===== src/rtl/crt_pkg.sv =====
// Shared constants of the raster timing core: ports, indices, fields, offsets
package crt_pkg;
  // ----------------------------------------------------------------
  // Host port addresses
  // ----------------------------------------------------------------
  localparam logic [15:0] CRT_MONO_INDEX_PORT = 16'h03B4;
  localparam logic [15:0] CRT_MONO_DATA_PORT = 16'h03B5;
  localparam logic [15:0] CRT_COLOR_INDEX_PORT = 16'h03D4;
  localparam logic [15:0] CRT_COLOR_DATA_PORT = 16'h03D5;

  // ----------------------------------------------------------------
  // Register indices
  // ----------------------------------------------------------------
  localparam logic [4:0] CRT_IDX_LINE_TOTAL = 5'h00;
  localparam logic [4:0] CRT_IDX_ACTIVE_END = 5'h01;
  localparam logic [4:0] CRT_IDX_BLANK_START = 5'h02;
  localparam logic [4:0] CRT_IDX_BLANK_END = 5'h03;
  localparam logic [4:0] CRT_IDX_SYNC_START = 5'h04;
  localparam logic [4:0] CRT_IDX_SYNC_END = 5'h05;
  localparam logic [4:0] CRT_IDX_FRAME_TOTAL = 5'h06;
  localparam logic [4:0] CRT_IDX_VERT_HIGH = 5'h07;
  localparam logic [4:0] CRT_IDX_ROW_PRESET = 5'h08;
  localparam logic [4:0] CRT_IDX_ROW_HEIGHT = 5'h09;
  localparam logic [4:0] CRT_IDX_SYNC_PROTECT = 5'h11;
  localparam int CRT_NUM_TIMING_REGS = 10;

  // ----------------------------------------------------------------
  // Field positions
  // ----------------------------------------------------------------
  localparam int CRT_INDEX_KEEP_MSB = 5;
  localparam int CRT_SKEW_HI = 6;
  localparam int CRT_SKEW_LO = 5;
  localparam int CRT_BLANK_END_B5_POS = 7;
  localparam int CRT_END_LOW_MSB = 4;
  localparam int CRT_VT_B8_POS = 0;
  localparam int CRT_VT_B9_POS = 5;
  localparam int CRT_OVF_UNPROT_POS = 4;
  localparam int CRT_PROTECT_POS = 7;
  localparam int CRT_DOUBLE_SCAN_POS = 7;
  localparam int CRT_ROW_MSB = 4;

  // ----------------------------------------------------------------
  // Counts, offsets and the unmapped read value
  // ----------------------------------------------------------------
  localparam logic [8:0] CRT_HTOTAL_OFFSET = 9'h004;
  localparam logic [9:0] CRT_VTOTAL_OFFSET = 10'h001;
  localparam int CRT_SKEW_DEPTH = 3;
  localparam logic [7:0] CRT_READ_UNMAPPED = 8'h00;
endpackage


===== src/rtl/crt_raster_timing_core.sv =====
// Indexed timing registers, horizontal and row scan counters of the raster core
//
// Behaviour
// - Index low five bits select data register
// - Line total is characters minus five
// - Character counter compared against registers
// - Active width is displayed characters minus one
// - Blanking starts at blank-start match
// - Blanking ends on six-bit low match
// - Display enable skew of 0..3 clocks
// - Retrace starts at programmed character position
// - Retrace ends on five-bit low match
// - Retrace skew field, code 00 no delay
// - Ten-bit frame total is lines minus two
// - Overflow register carries vertical high bits
// - Row scan loads preset after frame
// - Row scan steps per line, clears at max
// - Preset bits 6:5 extend pixel panning
// - Double scan halves row scan clock
// - Row height field gives maximum row scan
// - Ports at mono or colour base
// - Protect bit blocks writes to 0..7, bit 4 of 7 excepted
`timescale 1ns/100ps
module crt_raster_timing_core #(
  parameter int HCNT_W = 9
) (
  input wire logic ref_clk,
  input wire logic rst_n,
  input wire logic char_ce,
  input wire logic color_base_sel,
  input wire logic [15:0] io_addr,
  input wire logic io_wr,
  input wire logic io_rd,
  input wire logic [7:0] io_wdata,
  output logic [7:0] io_rdata,
  output logic hblank,
  output logic hsync,
  output logic disp_en,
  output logic [4:0] row_scan,
  output logic [9:0] line_count,
  output logic [1:0] pixel_shift_offset
);
  import crt_pkg::*;

  // ----------------------------------------------------------------
  // State
  // ----------------------------------------------------------------
  typedef struct packed {
    logic [CRT_INDEX_KEEP_MSB:0] index;
    logic [CRT_NUM_TIMING_REGS-1:0][7:0] regs;
    logic [7:0] sync_protect;
    logic [HCNT_W-1:0] hcnt;
    logic de_raw;
    logic blank;
    logic sync_raw;
    logic [9:0] line;
    logic [4:0] row;
    logic half;
    logic [7:0] rdata;
  } crt_state_s;

  crt_state_s s_reg;
  crt_state_s s_next;

  // Largest total plus offset must fit the counter
  if (HCNT_W != 9) begin : g_bad_hcnt
    $error("crt_raster_timing_core: HCNT_W must be 9");
  end

  logic [15:0] index_port;
  logic [15:0] data_port;
  logic [4:0] sel;
  logic [HCNT_W-1:0] htot_end;
  logic [HCNT_W-1:0] hcnt_nx;
  logic [5:0] blank_end6;
  logic [9:0] vt_end;
  logic line_tick;
  logic dbl;
  logic protect;
  logic [7:0] rd_mux;

  // ----------------------------------------------------------------
  // Decode and derived timing values
  // ----------------------------------------------------------------
  // Base chosen by the external miscellaneous-output bit
  assign index_port = color_base_sel ? CRT_COLOR_INDEX_PORT : CRT_MONO_INDEX_PORT;
  assign data_port = color_base_sel ? CRT_COLOR_DATA_PORT : CRT_MONO_DATA_PORT;
  assign sel = s_reg.index[4:0];
  assign htot_end = {1'b0, s_reg.regs[CRT_IDX_LINE_TOTAL]} + CRT_HTOTAL_OFFSET;
  assign blank_end6 = {s_reg.regs[CRT_IDX_SYNC_END][CRT_BLANK_END_B5_POS],
                       s_reg.regs[CRT_IDX_BLANK_END][CRT_END_LOW_MSB:0]};
  // Frame of total+2 lines counts 0..total+1
  assign vt_end = {s_reg.regs[CRT_IDX_VERT_HIGH][CRT_VT_B9_POS],
                   s_reg.regs[CRT_IDX_VERT_HIGH][CRT_VT_B8_POS],
                   s_reg.regs[CRT_IDX_FRAME_TOTAL]} + CRT_VTOTAL_OFFSET;
  assign line_tick = (s_reg.hcnt == {1'b0, s_reg.regs[CRT_IDX_SYNC_START]});
  assign dbl = s_reg.regs[CRT_IDX_ROW_HEIGHT][CRT_DOUBLE_SCAN_POS];
  assign protect = s_reg.sync_protect[CRT_PROTECT_POS];
  assign hcnt_nx = (s_reg.hcnt == htot_end) ? '0 : s_reg.hcnt + 1'b1;

  // Read mux; indices outside the set answer a fixed value
  always_comb begin
    rd_mux = CRT_READ_UNMAPPED;
    if (sel < 5'(CRT_NUM_TIMING_REGS)) begin
      rd_mux = s_reg.regs[sel[3:0]];
    end else if (sel == CRT_IDX_SYNC_PROTECT) begin
      rd_mux = s_reg.sync_protect;
    end
  end

  // ----------------------------------------------------------------
  // Next state
  // ----------------------------------------------------------------
  // Whole block, host port included, advances only on character clocks
  always_comb begin
    s_next = s_reg;
    if (char_ce) begin
      // Host port
      if (io_wr && io_addr == index_port) begin
        s_next.index = io_wdata[CRT_INDEX_KEEP_MSB:0];
      end
      if (io_wr && io_addr == data_port) begin
        if (sel < 5'(CRT_NUM_TIMING_REGS)) begin
          if (!protect || sel > CRT_IDX_VERT_HIGH) begin
            s_next.regs[sel[3:0]] = io_wdata;
          end else if (sel == CRT_IDX_VERT_HIGH) begin
            // Line-compare bit stays writable under protection
            s_next.regs[CRT_IDX_VERT_HIGH][CRT_OVF_UNPROT_POS] =
              io_wdata[CRT_OVF_UNPROT_POS];
          end
        end else if (sel == CRT_IDX_SYNC_PROTECT) begin
          s_next.sync_protect = io_wdata;
        end
      end
      if (io_rd && io_addr == index_port) begin
        s_next.rdata = {2'b00, s_reg.index};
      end else if (io_rd && io_addr == data_port) begin
        s_next.rdata = rd_mux;
      end

      // Horizontal counter and comparators
      s_next.hcnt = hcnt_nx;
      s_next.de_raw = (hcnt_nx <= {1'b0, s_reg.regs[CRT_IDX_ACTIVE_END]});
      // End match wins so a zero-width setting never sticks on
      if (s_reg.hcnt[5:0] == blank_end6) begin
        s_next.blank = 1'b0;
      end else if (s_reg.hcnt == {1'b0, s_reg.regs[CRT_IDX_BLANK_START]}) begin
        s_next.blank = 1'b1;
      end
      if (s_reg.hcnt[4:0] == s_reg.regs[CRT_IDX_SYNC_END][CRT_END_LOW_MSB:0]) begin
        s_next.sync_raw = 1'b0;
      end else if (line_tick) begin
        s_next.sync_raw = 1'b1;
      end

      // Line and row scan counters step at retrace start
      if (line_tick) begin
        if (s_reg.line == vt_end) begin
          s_next.line = '0;
          s_next.row = s_reg.regs[CRT_IDX_ROW_PRESET][CRT_ROW_MSB:0];
          s_next.half = 1'b0;
        end else begin
          s_next.line = s_reg.line + 1'b1;
          s_next.half = dbl ? ~s_reg.half : 1'b0;
          if (!dbl || s_reg.half) begin
            // Clear, not preset, at maximum
            if (s_reg.row == s_reg.regs[CRT_IDX_ROW_HEIGHT][CRT_ROW_MSB:0]) begin
              s_next.row = '0;
            end else begin
              s_next.row = s_reg.row + 1'b1;
            end
          end
        end
      end
    end
  end

  always_ff @(posedge ref_clk or negedge rst_n) begin
    if (!rst_n) begin
      s_reg <= '0;
    end else begin
      s_reg <= s_next;
    end
  end

  // ----------------------------------------------------------------
  // Skew lines and outputs
  // ----------------------------------------------------------------
  // Enable skew covers memory, font and panning latency
  crt_skew_line #(.DEPTH(CRT_SKEW_DEPTH), .SEL_W(2)) u_de_skew (
    .ref_clk(ref_clk),
    .rst_n(rst_n),
    .char_ce(char_ce),
    .sig_in(s_reg.de_raw),
    .skew_sel(s_reg.regs[CRT_IDX_BLANK_END][CRT_SKEW_HI:CRT_SKEW_LO]),
    .sig_out(disp_en)
  );

  crt_skew_line #(.DEPTH(CRT_SKEW_DEPTH), .SEL_W(2)) u_sync_skew (
    .ref_clk(ref_clk),
    .rst_n(rst_n),
    .char_ce(char_ce),
    .sig_in(s_reg.sync_raw),
    .skew_sel(s_reg.regs[CRT_IDX_SYNC_END][CRT_SKEW_HI:CRT_SKEW_LO]),
    .sig_out(hsync)
  );

  assign io_rdata = s_reg.rdata;
  assign hblank = s_reg.blank;
  assign row_scan = s_reg.row;
  assign line_count = s_reg.line;
  // Only meaningful in multiple-shift modes; normally zero
  assign pixel_shift_offset = s_reg.regs[CRT_IDX_ROW_PRESET][CRT_SKEW_HI:CRT_SKEW_LO];

  logic wr_data;
  assign wr_data = char_ce && io_wr && io_addr == data_port;
endmodule


===== src/rtl/crt_skew_line.sv =====
// Selectable delay line that skews a timing signal by whole character clocks
`timescale 1ns/100ps
module crt_skew_line #(
  parameter int DEPTH = crt_pkg::CRT_SKEW_DEPTH,
  parameter int SEL_W = 2
) (
  input wire logic ref_clk,
  input wire logic rst_n,
  input wire logic char_ce,
  input wire logic sig_in,
  input wire logic [SEL_W-1:0] skew_sel,
  output logic sig_out
);
  import crt_pkg::*;

  typedef struct packed {
    logic [DEPTH-1:0] taps;
  } crt_skew_s;

  crt_skew_s s_reg;
  crt_skew_s s_next;

  // ----------------------------------------------------------------
  // Elaboration check
  // ----------------------------------------------------------------
  // Every nonzero select code needs its own tap
  if (DEPTH < (1 << SEL_W) - 1 || DEPTH < 2) begin : g_bad_depth
    $error("crt_skew_line: DEPTH too small for SEL_W");
  end

  // Shift one tap per character clock
  always_comb begin
    s_next = s_reg;
    if (char_ce) begin
      s_next.taps = {s_reg.taps[DEPTH-2:0], sig_in};
    end
  end

  always_ff @(posedge ref_clk or negedge rst_n) begin
    if (!rst_n) begin
      s_reg <= '0;
    end else begin
      s_reg <= s_next;
    end
  end

  // Code zero passes the already registered input straight through
  assign sig_out = (skew_sel == '0) ? sig_in : s_reg.taps[int'(skew_sel) - 1];
endmodule


===== config.mk =====
export PLATFORM = sky130hd
export DESIGN_NAME = crt_raster_timing_core
export DESIGN_NICKNAME = d
export VERILOG_FILES = /design/src/rtl/crt_pkg.sv /design/src/rtl/crt_raster_timing_core.sv /design/src/rtl/crt_skew_line.sv
export SDC_FILE = /design/constraint.sdc
export NUM_CORES = 1
export LEC_CHECK = 0
export ABC_AREA = 1
export BUFFER_PORTS_ARGS = -buffer_cell sky130_fd_sc_hd__buf_2
export CORE_MARGIN = 3
export CORE_UTILIZATION = 45
export CTS_BUF_LIST = sky130_fd_sc_hd__clkbuf_4 sky130_fd_sc_hd__clkbuf_8 sky130_fd_sc_hd__clkbuf_16
export DETAILED_ROUTE_END_ITERATION = 10
export HOLD_SLACK_MARGIN = 0.1
export MAX_ROUTING_LAYER = met4
export RECOVER_POWER = 25
export REMOVE_ABC_BUFFERS = 1
export SYNTH_ARGS = -nofsm -noshare
export SYNTH_HDL_FRONTEND = slang
export SYNTH_SLANG_ARGS = --single-unit

===== constraint.sdc =====
create_clock -name ref_clk -period 2.3 [get_ports ref_clk]
set_input_delay 0.115 -clock ref_clk [delete_from_list [all_inputs] [get_ports ref_clk]]
set_output_delay 0.115 -clock ref_clk [all_outputs]
set_load 0.005 [all_outputs]

==> flow_metrics.py <==
metrics = {
    "timing": {
        "tightest_slew_ps": 1390,
        "finalSetupViolCount": 1,
        "setup_slack_ps": -279,
        "fin_crit_sh": 1.12,
        "finalClockSkew_ps": 13.6,
        "fmax_ghz": 0.388,
        "slew_violations": 0,
        "rsz0062_at_grt": "true",
        "tns_ps": -279,
        "maxSlewHeadroom": 0.0756,
        "hold_viol_final": 0,
        "period_needed_ps": 2580,
    },
    "global_routing": {
        "grt_overflow_total": 0,
        "grt_busiest_layer": "met1",
        "grt_pass1_vias": 7535,
        "grt_max_degree": 72,
        "grt_pass1_wl_mm": 41.3,
        "grt_antenna_before_repair": 0,
        "met3_usage": 0.0480,
        "track_usage": 0.265,
        "grtUsageMet1": 0.389,
        "use_met2": 0.380,
    },
    "place": {
        "port_buffers": 57,
        "place_congestion": 0.928,
        "post-place-cells": 1436,
        "place_ws_ps": -344,
        "dpl_cell_area_um2": 9220,
        "dp_hpwl_mm": 19.0,
    },
    "final_layout": {
        "largest_reg_flops": 96,
        "drive_gt1_frac": 0.190,
        "final_common_cell": "nand2_1",
        "diodes": 0,
        "area_delta_synth_final_pct": 16.6,
        "final.fill_count": 1824,
        "final_area_um2": 10100,
        "final_cell_mix": "nand2_1 (361), dfrtp_1 (136), inv_1 (114), nand4_1 (84), nand3_1 (61)",
        "final_cells": 1478,
        "nets": 1276,
    },
    "power": {
        "power_density_nw_per_um2": 799,
        "p_leak_uw": 0.00502,
        "peakVddDrop_v": 0.000460,
    },
    "critical_path": {
        "critPathArrivalTime_ps": 2910,
        "startpoint_type": "register",
        "required_ps": 2630,
        "worstSetupPathType": "register to register",
        "endpoint_kind": "register",
        "cp_max_fo": 6,
    },
    "logic_synthesis": {
        "synth-seq-cells": 136,
        "synth_seq_area_share": 0.393,
        "netlist_area_um2": 8650,
        "yosysWarnings": 0,
        "avgSynthCellArea_um2": 7.43,
        "syn_inst": 1164,
        "ys_types": 52,
    },
    "detailed_routing": {
        "route.detailed.drc": 0,
        "num_vias": 8109,
        "drt_iter0_markers": 875,
        "wirelength_mm": 26.3,
        "antenna_left": 0,
        "wl_per_cell_um": 17.8,
        "vias_per_cell": 5.49,
        "dr.pass1.iters": 5,
    },
    "die": {
        "core_um2": 18800,
        "start_util": 0.461,
        "die_area_um2": 20900,
        "die_h_um": 145,
        "io_pins": 58,
        "die_width_um": 145,
        "num_rows": 50,
    },
    "clocking": {
        "htreeDepth": 4,
        "cts.path.max_buffers": 2,
        "clkSinkCount": 136,
        "root_buffer": "clkbuf_16",
        "path_clk_slew_ps": 70,
        "cts_buffers": 17,
        "clk_latency_ps": 440,
        "cts_tree": "built",
    },
    "status": {
        "violations": "setup timing",
        "status": "finished with violations",
    },
    "flow_run": {
        "maxCapViolations": 0,
    },
    "min_path": {
        "hold_class": "input pin to register",
    },
}
-- area by class of cell --
type | count | area [um2] | share of cell area
Sequential cell | 136 | 3400 | 0.337
Tap cell | 234 | 293 | 0.0290
Clock buffer | 17 | 425 | 0.0422
Timing Repair Buffer | 120 | 812 | 0.0805
Multi-Input combinational cell | 823 | 4480 | 0.444
Clock inverter | 15 | 170 | 0.0169
Inverter | 133 | 499 | 0.0495
-- per-stage QoR --
stage	power (uW)	hold WS, ps	utilization
2_1_floorplan	4110	-181	-
3_3_place_gp	4970	109	0.491
3_5_place_dp	4990	108	0.491
4_1_cts	7830	103	0.529
5_1_grt	8510	106	0.537
6_report	8060	123	0.537
-- Yosys cell counts (all sizes together) --
master,n,area [um2]
ha,15,188
o21bai,1,7.51
o21ai,88,474
o2111ai,1,8.76
a32oi,1,8.76
o211ai,1,7.51
nor4,1,6.26
buf,57,389
dfrtp,136,3400
o311ai,1,8.76
clkbuf,15,57.6
o21a,1,7.51
xor2,21,184
nor2,56,278
xnor2,15,131
clkinv,2,7.51
o31ai,1,7.51
o22ai,14,87.6
a21oi,17,96.4
nand3,72,413
a221oi,1,8.76
and3,1,6.26
nand2,375,1430
inv,131,492
o221ai,4,35.0
nor3b,1,18.8
and2,1,6.26
a2111oi,1,8.76
nor3,18,113
a22o,2,17.5
nand3b,4,30.0
a22oi,14,105
or2,4,25.0
a31oi,4,40.0
nand4,84,526
a211oi,3,22.5
-- power by group --
part | internal (uW) | total [uW] | switching [uW]
Combinational | 1030 | 2430 | 1400
Sequential | 2590 | 2850 | 254
Clock | 1470 | 2780 | 1310
Total | 5100 | 8060 | 2960
-- worst paths after layout --
check / start / to / slack, ps / cells after the start
worst min register to register: s_reg[90]$_DFFE_PN0P_ / s_reg[90]$_DFFE_PN0P_ / 470 / 2
min in group asynchronous: rst_n / u_de_skew.s_reg[2]$_DFFE_PN0P_ / 540 / 2
worst max register to register: s_reg[47]$_DFFE_PN0P_ / s_reg[26]$_DFFE_PN0P_ / -280 / 21
worst min-delay path: io_wdata[7] / s_reg[59]$_DFFE_PN0P_ / 120 / 3
max in group asynchronous: rst_n / s_reg[45]$_DFFE_PN0P_ / 390 / 3
worst max-delay path: s_reg[47]$_DFFE_PN0P_ / s_reg[26]$_DFFE_PN0P_ / -280 / 21
-- repair_timing --
| action | CTS | global route |
|---|---|---|
| gates resized for setup | 8 | 36 |
| setup endpoints to repair | 1 | 1 |
| hold buffers | 7 | 0 |
| endpoints found under the hold margin | 129 | 0 |
| setup buffers | 0 | 3 |
| pin swaps | 6 | 20 |
-- kinds of logic (layout without fill, tap and decap cells) --
kind of cell,Yosys count,in the layout,share of synthesized area
AOI/OAI and AO/OA,155,155,0.110
xor gates and xnor gates,36,36,0.0364
buffers and inverters,205,285,0.109
adders and majority gates,15,15,0.0217
DFF,136,136,0.393
and+or+nand+nor,617,617,0.329
-- layer usage --
layer,routed length (um),part of all wire,vias up
li1,-,-,3978
met1,12700,0.48,3845
met2,11700,0.44,257
met3,1510,0.057,29
met4,408,0.016,0
met5,0,0,-
-- critical path, cell delays in order (launching register included) --
cell and delay [ps]:
dfrtp_1 400, ha_4 170, nand4_1 120, nand2_1 140
buf_6 110, nor2_4 30, nor3_4 210, nand3_4 150
nand2_2 100, inv_2 50, ha_4 280, nand2_4 50
inv_2 50, nand3_2 70, nor2_1 110, o21bai_1 70
nand2_1 70, nand2_1 50, nand2_1 70, o31ai_2 60
nand3_1 80, nand2_1 50
Note: power is estimated with default switching activity, not from simulation.
